### src/rtl/csc_pkg.sv
// Shared constants and types of the conversion and sleep controller
package csc_pkg;
  localparam int          CNT_W          = 11;
  // Conversion and calibration lengths in clock cycles (plain defaults)
  localparam logic [10:0] CONV_CYCLES    = 11'h040;
  localparam logic [10:0] CAL_CYCLES     = 11'h400;
  localparam logic [10:0] CNT_ONE        = 11'h001;
  localparam logic [10:0] CNT_ZERO       = 11'h000;
  // Reset values of the sampled trigger levels (both idle high)
  localparam logic        CONV_PREV_RST  = 1'h1;
  localparam logic        CAL_PREV_RST   = 1'h1;

  typedef enum logic [1:0] {
    CSC_IDLE,
    CSC_CONVERT,
    CSC_CALIBRATE,
    CSC_SLEEP
  } csc_state_t;
endpackage : csc_pkg

### src/rtl/csc_ev_if.sv
// Event carrier from the trigger edge detector to the controller
`timescale 1ns/10ps
`default_nettype none
interface csc_ev_if;
  logic conv_rise;
  logic cal_rise;
  logic cal_low;

  modport src (output conv_rise, output cal_rise, output cal_low);
  modport dst (input conv_rise, input cal_rise, input cal_low);
endinterface : csc_ev_if
`default_nettype wire

### src/rtl/csc_edge.sv
// Edge detector for the conversion and calibration trigger inputs
`timescale 1ns/10ps
`default_nettype none
module csc_edge
  import csc_pkg::*;
(
  input  wire logic i_clk,
  input  wire logic i_reset_n,
  input  wire logic i_conversion_trigger,
  input  wire logic i_cal_trigger_n,
  csc_ev_if.src     ev
);
  logic conv_prev_q;
  logic cal_prev_q;

  // Idle-high reset values keep a trigger held high from looking like a new edge
  always_ff @(posedge i_clk or negedge i_reset_n) begin
    if (!i_reset_n) begin
      conv_prev_q <= CONV_PREV_RST;
      cal_prev_q  <= CAL_PREV_RST;
    end else begin
      conv_prev_q <= i_conversion_trigger;
      cal_prev_q  <= i_cal_trigger_n;
    end
  end

  assign ev.conv_rise = i_conversion_trigger & ~conv_prev_q;
  assign ev.cal_rise  = i_cal_trigger_n & ~cal_prev_q;
  assign ev.cal_low   = ~i_cal_trigger_n;
endmodule : csc_edge
`default_nettype wire

### src/rtl/csc_top.sv
// Conversion, calibration and sleep controller of the serial converter
`timescale 1ns/10ps
`default_nettype none
module csc_top
  import csc_pkg::*;
(
  input  wire logic i_clk,
  input  wire logic i_reset_n,
  input  wire logic i_conversion_trigger,
  input  wire logic i_cal_trigger_n,
  input  wire logic i_sleep_n,
  output logic      o_busy,
  output logic      o_hold,
  output logic      o_power_down,
  output logic      o_cal_valid
);
  // Trigger edges reach the controller through the event carrier
  csc_ev_if ev ();

  csc_state_t       state_q;
  csc_state_t       state_d;
  logic [CNT_W-1:0] cnt_q;
  logic [CNT_W-1:0] cnt_d;
  logic             busy_q;
  logic             hold_q;
  logic             power_down_q;
  logic             cal_valid_q;
  logic             op_done;
  // Decoded strobes of the current cycle
  logic             cal_clear;
  logic             cal_done;
  logic             conv_go;
  logic             sleep_go;
  // Next values of the output flops
  logic             busy_d;
  logic             hold_d;
  logic             power_down_d;
  logic             cal_valid_d;

  csc_edge u_edge (
    .i_clk                (i_clk),
    .i_reset_n            (i_reset_n),
    .i_conversion_trigger (i_conversion_trigger),
    .i_cal_trigger_n      (i_cal_trigger_n),
    .ev                   (ev)
  );

  // State decoding shared by the output flops and the calibration flag
  function automatic logic state_busy(input csc_state_t s);
    state_busy = (s == CSC_CONVERT) || (s == CSC_CALIBRATE);
  endfunction : state_busy

  function automatic logic state_hold(input csc_state_t s);
    state_hold = (s == CSC_CONVERT);
  endfunction : state_hold

  function automatic logic state_asleep(input csc_state_t s);
    state_asleep = (s == CSC_SLEEP);
  endfunction : state_asleep

  function automatic logic state_cal(input csc_state_t s);
    state_cal = (s == CSC_CALIBRATE);
  endfunction : state_cal

  assign op_done   = (cnt_q == CNT_ZERO);
  // Calibration input low or its fresh rise both invalidate the stored result
  assign cal_clear = ev.cal_low | ev.cal_rise;
  // Completion comes from the current state so an aborted run never marks a result
  assign cal_done  = state_cal(state_q) & op_done;
  // A conversion start needs an idle engine and an awake host
  assign conv_go   = (state_q == CSC_IDLE) & i_sleep_n & ev.conv_rise;
  // Sleep is honoured only once nothing runs, which defers it behind busy
  assign sleep_go  = (state_q == CSC_IDLE) & ~i_sleep_n;

  // Next state; the calibration input outranks every other operation
  always_comb begin
    state_d = state_q;
    if (ev.cal_low) begin
      // Held calibration input overrides everything, including a running conversion
      state_d = CSC_IDLE;
    end else if (ev.cal_rise) begin
      state_d = CSC_CALIBRATE;
    end else begin
      case (state_q)
        CSC_IDLE: begin
          if (sleep_go) begin
            state_d = CSC_SLEEP;
          end else if (conv_go) begin
            state_d = CSC_CONVERT;
          end
        end
        CSC_CONVERT: begin
          // Further conversion trigger edges are ignored until the conversion ends
          if (op_done) begin
            state_d = CSC_IDLE;
          end
        end
        CSC_CALIBRATE: begin
          if (op_done) begin
            state_d = CSC_IDLE;
          end
        end
        CSC_SLEEP: begin
          // Conversion edges seen while asleep are dropped, not queued
          if (i_sleep_n) begin
            state_d = CSC_IDLE;
          end
        end
        default: begin
          state_d = CSC_IDLE;
        end
      endcase
    end
  end

  // Cycle count of the running operation, loaded on entry and stepped to zero
  always_comb begin
    cnt_d = cnt_q;
    if (ev.cal_low) begin
      cnt_d = CNT_ZERO;
    end else if (ev.cal_rise) begin
      // A fresh calibration rise restarts the run from the top
      cnt_d = CAL_CYCLES - CNT_ONE;
    end else begin
      case (state_q)
        CSC_IDLE: begin
          if (!sleep_go && conv_go) begin
            cnt_d = CONV_CYCLES - CNT_ONE;
          end
        end
        CSC_CONVERT, CSC_CALIBRATE: begin
          if (!op_done) begin
            cnt_d = cnt_q - CNT_ONE;
          end
        end
        CSC_SLEEP: begin
          cnt_d = CNT_ZERO;
        end
        default: begin
          cnt_d = CNT_ZERO;
        end
      endcase
    end
  end

  // State and count registers
  // The count width covers the longest run; a longer calibration needs CNT_W widened
  always_ff @(posedge i_clk or negedge i_reset_n) begin
    if (!i_reset_n) begin
      state_q <= CSC_IDLE;
      cnt_q   <= CNT_ZERO;
    end else begin
      state_q <= state_d;
      cnt_q   <= cnt_d;
    end
  end

  // Outputs are registered from the next state so they move with the state itself
  assign busy_d       = state_busy(state_d);
  assign hold_d       = state_hold(state_d);
  assign power_down_d = state_asleep(state_d);

  // Calibration result survives sleep; only the calibration input clears it
  always_comb begin
    cal_valid_d = cal_valid_q;
    if (cal_clear) begin
      cal_valid_d = 1'h0;
    end else if (cal_done) begin
      cal_valid_d = 1'h1;
    end
  end

  always_ff @(posedge i_clk or negedge i_reset_n) begin
    if (!i_reset_n) begin
      busy_q <= 1'h0;
    end else begin
      busy_q <= busy_d;
    end
  end

  always_ff @(posedge i_clk or negedge i_reset_n) begin
    if (!i_reset_n) begin
      hold_q <= 1'h0;
    end else begin
      hold_q <= hold_d;
    end
  end

  always_ff @(posedge i_clk or negedge i_reset_n) begin
    if (!i_reset_n) begin
      power_down_q <= 1'h0;
    end else begin
      power_down_q <= power_down_d;
    end
  end

  always_ff @(posedge i_clk or negedge i_reset_n) begin
    if (!i_reset_n) begin
      cal_valid_q <= 1'h0;
    end else begin
      cal_valid_q <= cal_valid_d;
    end
  end

  // Ports are driven straight from the flops above
  assign o_busy       = busy_q;
  assign o_hold       = hold_q;
  assign o_power_down = power_down_q;
  assign o_cal_valid  = cal_valid_q;
endmodule : csc_top
`default_nettype wire

### config.mk
export PLATFORM = sky130hd
export DESIGN_NAME = csc_top
export DESIGN_NICKNAME = d
export VERILOG_FILES = /design/src/rtl/csc_pkg.sv /design/src/rtl/csc_ev_if.sv /design/src/rtl/csc_edge.sv /design/src/rtl/csc_top.sv
export SDC_FILE = /design/constraint.sdc
export NUM_CORES = 1
export LEC_CHECK = 0
export BUFFER_PORTS_ARGS = -buffer_cell sky130_fd_sc_hd__buf_4
export CORE_UTILIZATION = 62
export DETAILED_ROUTE_END_ITERATION = 7
export GPL_TIMING_DRIVEN = 1
export PLACE_DENSITY_LB_ADDON = 0.25
export SLEW_MARGIN = 20
export SYNTH_ARGS = -nofsm -noshare
export SYNTH_HDL_FRONTEND = slang
export SYNTH_SLANG_ARGS = --single-unit
### constraint.sdc
create_clock -name i_clk -period 4.71 [get_ports i_clk]
set_clock_uncertainty 0.2 [all_clocks]
set_input_delay 0.2355 -clock i_clk [delete_from_list [all_inputs] [get_ports i_clk]]
set_output_delay 0.2355 -clock i_clk [all_outputs]
set_load 0.02 [all_outputs]
==> results of run 1 <==
flip-flops by register name (all words and copies together) (netlist names):
name,flops
o_hold,1
u_edge.cal_prev_q,1
o_busy,1
state_q,2
u_edge.conv_prev_q,1
o_cal_valid,1
cnt_q,11
o_power_down,1
timing repair:
item / 4_1_cts / 5_1_grt
hold buffers: 3 / 0
resized for setup: 0 / 0
setup endpoints to repair: 0 / 0
endpoints found under the hold margin: 21 / 0
per-stage QoR:
stage | area (um2) | hold slack [ns] | instances | util [%]
final | 1350 | 0.135 | 164 | 74.8
after detailed placement | 1290 | -0.0799 | 157 | 71.7
after floorplan | 1230 | -0.260 | 129 | -
after global routing | 1350 | 0.180 | 164 | 74.8
after CTS | 1350 | 0.129 | 164 | 74.8
after global placement | 1290 | -0.0811 | 157 | 71.7
path summary, 6_finish.rpt:
kind	from	endpoint	slack, ns	depth (start not counted)
max	state_q[0]$_DFF_PN0_	o_busy$_DFF_PN0_	2.40	8
min	i_reset_n	cnt_q[5]$_DFFE_PN0P_	0.13	2
min reg2reg	o_cal_valid$_DFFE_PN0P_	o_cal_valid$_DFFE_PN0P_	0.34	2
max in group asynchronous	i_reset_n	u_edge.conv_prev_q$_DFF_PN1_	3.90	2
min in group i_clk	i_sleep_n	state_q[0]$_DFF_PN0_	0.22	4
max reg2reg	state_q[0]$_DFF_PN0_	o_busy$_DFF_PN0_	2.40	8
layout by cell type, fill, tap and decap left out, types with 2 or more instances in the layout:
cell           instances
o21ai_0                4
nor2b_1                2
o211ai_1               2
dfstp_2                2
dfrtp_1               17
nand3b_1               2
a21oi_1               10
dlygate4sd3_1          3
ha_1                   7
or3_1                  3
nand4_1                2
inv_1                 11
nand2b_1               2
nor2_1                 6
a31o_1                 2
a31oi_1               10
a32o_1                 2
clkbuf_4               3
buf_4                  8
nor3_1                 3
nand2_1                6
a21o_1                 2
and2_1                 3
o31ai_1                2
nand3_1                4
layout make-up:
cell class / instances / area [um2]
Multi-Input combinational cell: 94 / 681
Tap cell: 25 / 31.3
Inverter: 11 / 41.3
Timing Repair Buffer: 11 / 90.1
Fill cell: 133 / 454
Sequential cell: 19 / 478
Clock buffer: 4 / 26.3
synth_stat cells (all sizes together), types with 4 or more instances:
| library cell | number | area, um2 |
|---|---|---|
| nor3 | 4 | 25.0 |
| nand2 | 6 | 22.5 |
| and2 | 4 | 27.5 |
| a21oi | 10 | 50.1 |
| nor2 | 6 | 22.5 |
| nand3 | 4 | 20.0 |
| inv | 11 | 41.3 |
| dfrtp | 17 | 425 |
| a31oi | 10 | 62.6 |
| ha | 7 | 87.6 |
| o21ai | 5 | 25.0 |
power groups by stage:
stage                     logic (mW)  clock network, mW  registers, mW
after floorplan                0.131                  0          0.208
after global placement         0.165                  0          0.211
after detailed placement       0.167                  0          0.212
after CTS                      0.171             0.0853          0.209
after global routing           0.191             0.0893          0.213
final                          0.174             0.0837          0.210
layer usage:
| layer | up-vias | global-route usage, % | part of all wire, % |
|---|---|---|---|
| li1 | 505 | - | - |
| met4 | 0 | 9.41 | 1.3 |
| met1 | 540 | 43.1 | 45 |
| met3 | 5 | 2.75 | 5.6 |
| met2 | 47 | 49.2 | 49 |
| met5 | - | 0 | 0 |
cell families (layout without fill, tap and decap cells):
| group | after synthesis | count (layout) |
|---|---|---|
| flops | 19 | 19 |
| compound gates | 47 | 47 |
| simple gates | 40 | 40 |
| fa+ha+maj | 7 | 7 |
| buf+inv | 16 | 26 |
worst max-delay path, delay by kind of cell (launching register included):
family | cells | cell delay, ns
fa+ha+maj | 2 | 0.79
compound gates | 3 | 0.53
flops | 1 | 0.41
buf+inv | 3 | 0.32
==> results.md, run 1 <==
- Status: completed
- Peak supply drop: 290 uV
- Starting density of the core: 68.5%
- Post-synthesis xor/xnor area fraction: 0%
- Largest family of logic cells by synthesized area: compound AO/OA/AOI/OAI gates
- Grt ovf: 0
- DRC: 0
- Cells after Synth: 129
- DIE AREA: 0.00217 mm2
- Max Cap Violations: 0
- Setup violators final: 0
- TritonRoute pass-1 iters: 4
- CP endpoint kind: flop
- Switching Share: 38.9%
- CP startpoint kind: flop
- DP Worst Slack: between 2 and 2.5 ns
- Power density cells: 347 mW/mm2
- CTS Buf Count: 3
- I/O pins: 9
- Worst min path class: in -> async
- Gate power share: 37.2%
- Compound-Gate Fraction of Synth Area: roughly 27%
- Reg power frac: 44.9%
- EDFF count, synth: 0
- Sequential area share after synthesis: about two fifths
- Clock share of power: 17.9%
- Worst skew pair latency: 0.31 ns
- CP Max Fanout: 11
- Rows: 15
- Power Total: 0.467 mW
- Achievable frequency: between 400 and 500 MHz
- Routed vias/inst: 6.69
- Worst Path Required: 4.76 ns
- Largest stage delay on the critical path: 0.49 ns
- Clock Tree Root: clkbuf_4
- Net count after synthesis: 141
- Seq cells post-synth: 19
- Slowest-stage cell, CP: ha_1
- CTS tree: built
- Nets: 152
- Iter 0 DRT Violations: 57
- Synth-to-Final Area Change: 9.23%
- Buffers added on ports: 8
- First-pass GRT wire length: roughly 4700 um
- Sw power: 0.182 mW
- All-Layer GR Usage: 30.6%
- Final hold vios: 0
- Setup ws final: 2.40 ns
- Most used cell along the critical path: inv_1
- Mean Syn Cell Area: 9.56 um2
- Post-synth design cell area: 0.00123 mm2
- Static Leak: 0.601 nW
- Post-synthesis cell type count: between 40 and 50
- Yosys warnings: 0
- Adder-Cell Fraction of Synth Area: 7.10%
- Crit-path cells: inv_1, ha_1, inv_1, a31oi_1, a21oi_1, o32ai_1, ha_1, inv_1
- Post-synth ARST share: 100%
- Mux cell area share after synthesis: 0%
- RD Place Congestion: 0.989
- Worst Tran Pin Value: 0.495 ns
- HPWL Detailed: 2050 um
- Fin crit share: 49.1%
- Max_slew headroom: ~67%
- Post-route ant nets: 0
- Routed via count: 1097
- CTS max path bufs: 2
- Die Ht: 46.6 um
- Htree depth: 1
- Simple-gate share of the synthesized area: around a fifth
- Die width: 46.6 um
- Fin. max-slew vios: 0
- Final TNS setup: 0 ns
- Arr. time, crit path: approximately 2.4 ns
- DR WL/cell: between 15 and 20 um
- Critical path type: reg -> reg
- Final Critical Period: 2.31 ns
- Setup Buffers After CTS: 0
- Share of post-route cells with drive strength above 1: 15.1%
- Reg clk slew, reported paths: between 0.1 and 0.15 ns
- Ant diodes: 0
- Antenna violations before repair: 0
- Internal: 0.286 mW
- Wire length after detailed routing: 2820 um
- Largest net degree at the start of global routing: 20
- Number of global-route vias before repair: 1035
- Unrepaired setup endpoints after global routing: no
- Core Region: 0.00180 mm2
- Clock sink count: 19
- Ys flop type: dfrtp_1
Note: power is estimated with default switching activity, not from simulation.
==> inputs of run 2 (changes only) <==
Settings changed: CORE_UTILIZATION 62 to 58.
Clock period 4.71 ns to 2.3 ns, I/O delays scaled along.
==> run 2 against run 1 <==
Against the previous run: sequential power increased by 100%; highest routed layer unchanged; die area increased by 6.6%; global-route usage shrank 2.2 points; utilization fell by 3.4 points; critical endpoint unchanged.
==> results.md, run 2 (same netlist as run 1, synthesis figures left out) <==
- Slowest-stage cell, CP: dfrtp_1
- CP endpoint kind: flop
- CTS Buf Count: 3
- Iter 0 DRT Violations: 70
- Nets: 159
- Largest register FFs: 11
- Fin. max-slew vios: 0
- Worst min path class: in -> reg
- Final hold slack: 0.0918 ns
- TritonRoute pass-1 iters: 6
- Delay-heaviest family, CP: adder cells
- Achievable frequency: 468 MHz
- Worst skew pair latency: between 0.3 and 0.4 ns
- Worst path depth: 8
- I/O pins: 9
- Reg with most FFs: cnt_q
- Most common cell after layout, fill and taps aside: dfrtp_1
- Top Registers: cnt_q: 11 flops, state_q: 2 flops
- DR WL/cell: 17.2 um
- Busiest grt layer: met2
- Die Ht: 48.1 um
- R2r setup slk: 0.16 ns
- Die width: 48.1 um
- Clock sink count: 19
- Buf+Inv Stages, Crit Path: 3
- Crit-path cells: inv_1, ha_1, inv_1, a31oi_1, a21oi_2, o32ai_1, ha_1, inv_1
- HPWL Detailed: about 2100 um
- All-Layer GR Usage: 28.4%
- Arr. time, crit path: 2.20 ns
- Antenna violations before repair: 0
- Clock Tree Root: clkbuf_4
- Ant diodes: 0
- Buffers added on ports: 8
- Met3 usage: between 7 and 8%
- First-pass GRT wire length: ~4400 um
- Largest stage delay on the critical path: 0.46 ns
- Rows: 16
- Reg clk slew, reported paths: 0.11 ns
- CP Max Fanout: 6
- Number of global-route vias before repair: around 940
- Most used cell along the critical path: inv_1
- RD Place Congestion: 0.941
- Routed via count: around 1.1k
- Max Cap Violations: 0
- Worst Tran Pin Value: about 0.56 ns
- DRC: 0
- Fin crit share: 93.0%
- Core Region: about 0.002 mm2
- Starting density of the core: 62.2%
- CTS max path bufs: 2
- Commonest non-fill, non-tap cells in the layout: 17 x dfrtp_1, 13 x buf_4, 11 x inv_1, 10 x a31oi_1, 9 x a21oi_1
- Final Critical Period: 2.14 ns
- Critical path endpoint: o_busy$_DFF_PN0_
- R2r startpoint: state_q[1]$_DFF_PN0_
- Htree depth: 1
- Share of post-route cells with drive strength above 1: 19.2%
- Worst reg2reg endpoint: o_busy$_DFF_PN0_
- DIE AREA: around 0.0023 mm2
- Power Total: 1.01 mW
- CP startpoint kind: flop
- Routed vias/inst: 6.50
- Final hold vios: 0
- Final TNS setup: 0 ns
- Critical path type: reg -> reg
- Worst Setup SP: state_q[1]$_DFF_PN0_
- Status: completed
- Reg2reg path depth: 8
- Unrepaired setup endpoints after global routing: no
- CTS tree: built
- Largest net degree at the start of global routing: 17
- Setup violators final: 0
- Post-route ant nets: 0
- Met1 Use GR: around two fifths
- Wire length after detailed routing: 2970 um
- Peak supply drop: ~500 uV
- Worst Path Required: 2.36 ns
- Static Leak: ~0.63 nW
- Grt ovf: 0
- Power density cells: 712 mW/mm2
- Met2 usage: a little over two fifths
- Max_slew headroom: 62.3%
- Synth-to-Final Area Change: 14.7%
[run 2: changes by cell type in the layout (fill, tap and decap cells not counted), sizes merged]
cell	delta
clkinvlp	+1
dlygate4sd3	+2
clkbuf	-1
buf	+5
[run 2: tightest hold or removal path: stages]
cell and delay, ns:
buf_4 0.09, inv_1 0.06, a21oi_2 0.18, o21ai_1 0.12
[run 2: how the worst min path moves through the flow]
stage               cells past startpoint  slack, ns  startpoint                    to
global route                            4       0.14   i_sleep_n  state_q[1]$_DFF_PN0_
global placement                        1      -0.20   i_reset_n  cnt_q[6]$_DFFE_PN0P_
CTS                                     4       0.09   i_sleep_n  state_q[0]$_DFF_PN0_
detailed placement                      1      -0.20   i_reset_n  cnt_q[7]$_DFFE_PN0P_
finish                                  4       0.09   i_sleep_n  state_q[1]$_DFF_PN0_
floorplan                               0      -0.38   i_reset_n  cnt_q[0]$_DFFE_PN0P_
[run 2: layout make-up]
class,instances,area [um2]
fillers,154,567
clock inverters,1,7.51
clock buffers,3,22.5
multi-input cells,94,684
repair buffers,18,148
inverters,11,41.3
flip-flops and latches,19,478
well taps,27,33.8
[run 2: through the flow]
step	area (um2)	setup slack [ns]	cells	util, %
after floorplan	1230	0.214	129	-
after global placement	1330	0.277	164	67.2
after detailed placement	1330	0.207	164	67.2
after CTS	1410	0.175	173	71.2
after global routing	1420	0.0453	173	71.4
final	1420	0.162	173	71.4
[run 2: power by group]
part / internal [mW] / switching (mW)
registers: 0.375 / 0.0537
logic: 0.167 / 0.229
clock network: 0.0663 / 0.116
[run 2: timing repair]
item / 4_1_cts / 5_1_grt
hold buffers: 5 / 0
buffers inserted: 0 / 0
hold endpoints to repair: 29 / 0
resized for setup: 0 / 1
setup endpoints to repair: 0 / 1
[run 2: per-layer routing]
metal	share of wire (%)	wire, um
met1	45	1330
met2	46	1360
met3	7.2	214
met4	2.3	67
met5	0	0
==> inputs of run 3 (changes only) <==
Settings changed: RECOVER_POWER set to 50.
==> run 3 against run 2 <==
Against the previous run: combinational power fell by 3%; sequential share of layout area is 0.67 points higher; routed wire length down 1.8%; largest power group unchanged; highest routed layer unchanged; clock power hardly changed.
==> results.md, run 3 (same netlist as run 1, synthesis figures left out) <==
- All-Layer GR Usage: 28.4%
- RD Place Congestion: around 0.94
- Die Ht: 48.1 um
- Peak supply drop: 505 uV
- CP Max Fanout: 6
- CTS tree: built
- Grt ovf: 0
- Max_slew headroom: ~53%
- Setup violators final: 0
- Power density cells: 718 mW/mm2
- Reg2reg path depth: 8
- Hold path depth: 4
- Routed vias/inst: around 6.5
- Max Cap Violations: 0
- Routed via count: 1121
- Final TNS setup: 0 ns
- Worst Setup SP: state_q[1]$_DFF_PN0_
- I/O pins: 9
- Starting density of the core: slightly above 60%
- Setup Buffers After CTS: 0
- Final hold slack: 0.101 ns
- HPWL Detailed: 2100 um
- Buffers added on ports: 8
- Die width: 48.1 um
- Nets: 159
- Synth-to-Final Area Change: 12.5%
- Largest register FFs: 11
- Htree depth: 1
- Number of global-route vias before repair: 944
- Hold wc startpoint: i_sleep_n
- Unrepaired setup endpoints after global routing: no
- Reg clk slew, reported paths: 0.11 ns
- Final Critical Period: 2.14 ns
- TritonRoute pass-1 iters: 4
- FILL cells: 162
- Share of post-route cells with drive strength above 1: 14.4%
- Worst Tran Pin Value: between 0.7 and 0.8 ns
- DRC: 0
- Clock Tree Root: clkbuf_4
- Ant diodes: 0
- Fin. max-slew vios: 0
- Worst skew pair latency: 0.31 ns
- Post-route ant nets: 0
- Worst Path Required: 2.36 ns
- Reg with most FFs: cnt_q
- Core Region: approximately 0.0020 mm2
- Worst min path class: in -> reg
- R2r startpoint: state_q[1]$_DFF_PN0_
- Antenna violations before repair: 0
- Most common cell after layout, fill and taps aside: dfrtp_1
- Final hold vios: 0
- Fin crit share: 92.9%
- Critical path type: reg -> reg
- Setup ws final: 0.163 ns
- DP Worst Slack: 0.207 ns
- Achievable frequency: 468 MHz
- Iter 0 DRT Violations: 60
- DR WL/cell: 16.9 um
- Commonest non-fill, non-tap cells in the layout: 17 x dfrtp_1, 11 x inv_1, 10 x a31oi_1, 9 x a21oi_1
- CTS max path bufs: 2
- Top Registers: cnt_q: 11 flops, state_q: 2 flops
- DIE AREA: 0.00232 mm2
- Static Leak: 0.606 nW
- CP startpoint kind: flop
- Power Total: approximately 1.0 mW
- Arr. time, crit path: 2.20 ns
- First-pass GRT wire length: between 4000 and 5000 um
- Status: completed
- Core Util, Final: 70.0%
- Wire length after detailed routing: a little under 3000 um
- Largest net degree at the start of global routing: 17
- CTS Buf Count: 3
- CP endpoint kind: flop
- Clock sink count: 19
- Rows: 16
run 3: changes by cell type in the layout (fill, tap and decap cells not counted):
cell	delta
o21ai_1	-1
nor3b_1	+1
nor3b_2	-1
buf_4	-6
clkbuf_1	+6
o21ai_0	+1
run 3: metal layers:
layer | track usage, % | vias up | share of wire [%]
li1 | - | 525 | -
met1 | 39.6 | 523 | 44
met2 | 43.2 | 66 | 46
met3 | 7.78 | 7 | 8.1
met4 | 8.89 | 0 | 0.99
met5 | 0 | - | 0
run 3: power breakdown:
part | leakage (nW) | switching, mW | internal [mW]
logic | 0.351 | 0.227 | 0.159
registers | 0.242 | 0.0528 | 0.375
clock network | 0.0139 | 0.116 | 0.0664
run 3: layout make-up:
cell class,count,area [um2],share of cell area (%)
Multi-Input combinational cell,94,679,49.0
Sequential cell,19,478,34.4
Timing Repair Buffer,18,125,9.02
Inverter,11,41.3,2.98
Tap cell,27,33.8,2.43
Clock buffer,3,22.5,1.62
Clock inverter,1,7.51,0.541
run 3: final timing paths:
check / slack (ns) / to
max: 0.16 / o_busy$_DFF_PN0_
min: 0.10 / state_q[0]$_DFF_PN0_
max reg2reg: 0.16 / o_busy$_DFF_PN0_
min reg2reg: 0.36 / o_cal_valid$_DFFE_PN0P_
max in group asynchronous: 0.26 / state_q[1]$_DFF_PN0_
min in group asynchronous: 0.47 / cnt_q[7]$_DFFE_PN0P_
run 3: worst max-delay path, stage by stage, from the launching register on:
cell and delay [ns]:
dfrtp_1 0.46, inv_1 0.09, ha_1 0.33, inv_1 0.12
a31oi_1 0.24, a21oi_2 0.07, o32ai_1 0.22, ha_1 0.31
inv_1 0.05
run 3: repair_timing:
item	4_1_cts	5_1_grt
hold buffers	5	0
hold endpoints to repair	29	0
setup endpoints to repair	0	1
gates resized for setup	0	1
run 3: metrics by stage:
stage | instances | instance area (um2)
5_1_grt | 173 | 1390
6_report | 173 | 1390
3_5_place_dp | 164 | 1330
2_1_floorplan | 129 | 1230
4_1_cts | 173 | 1410
3_3_place_gp | 164 | 1330
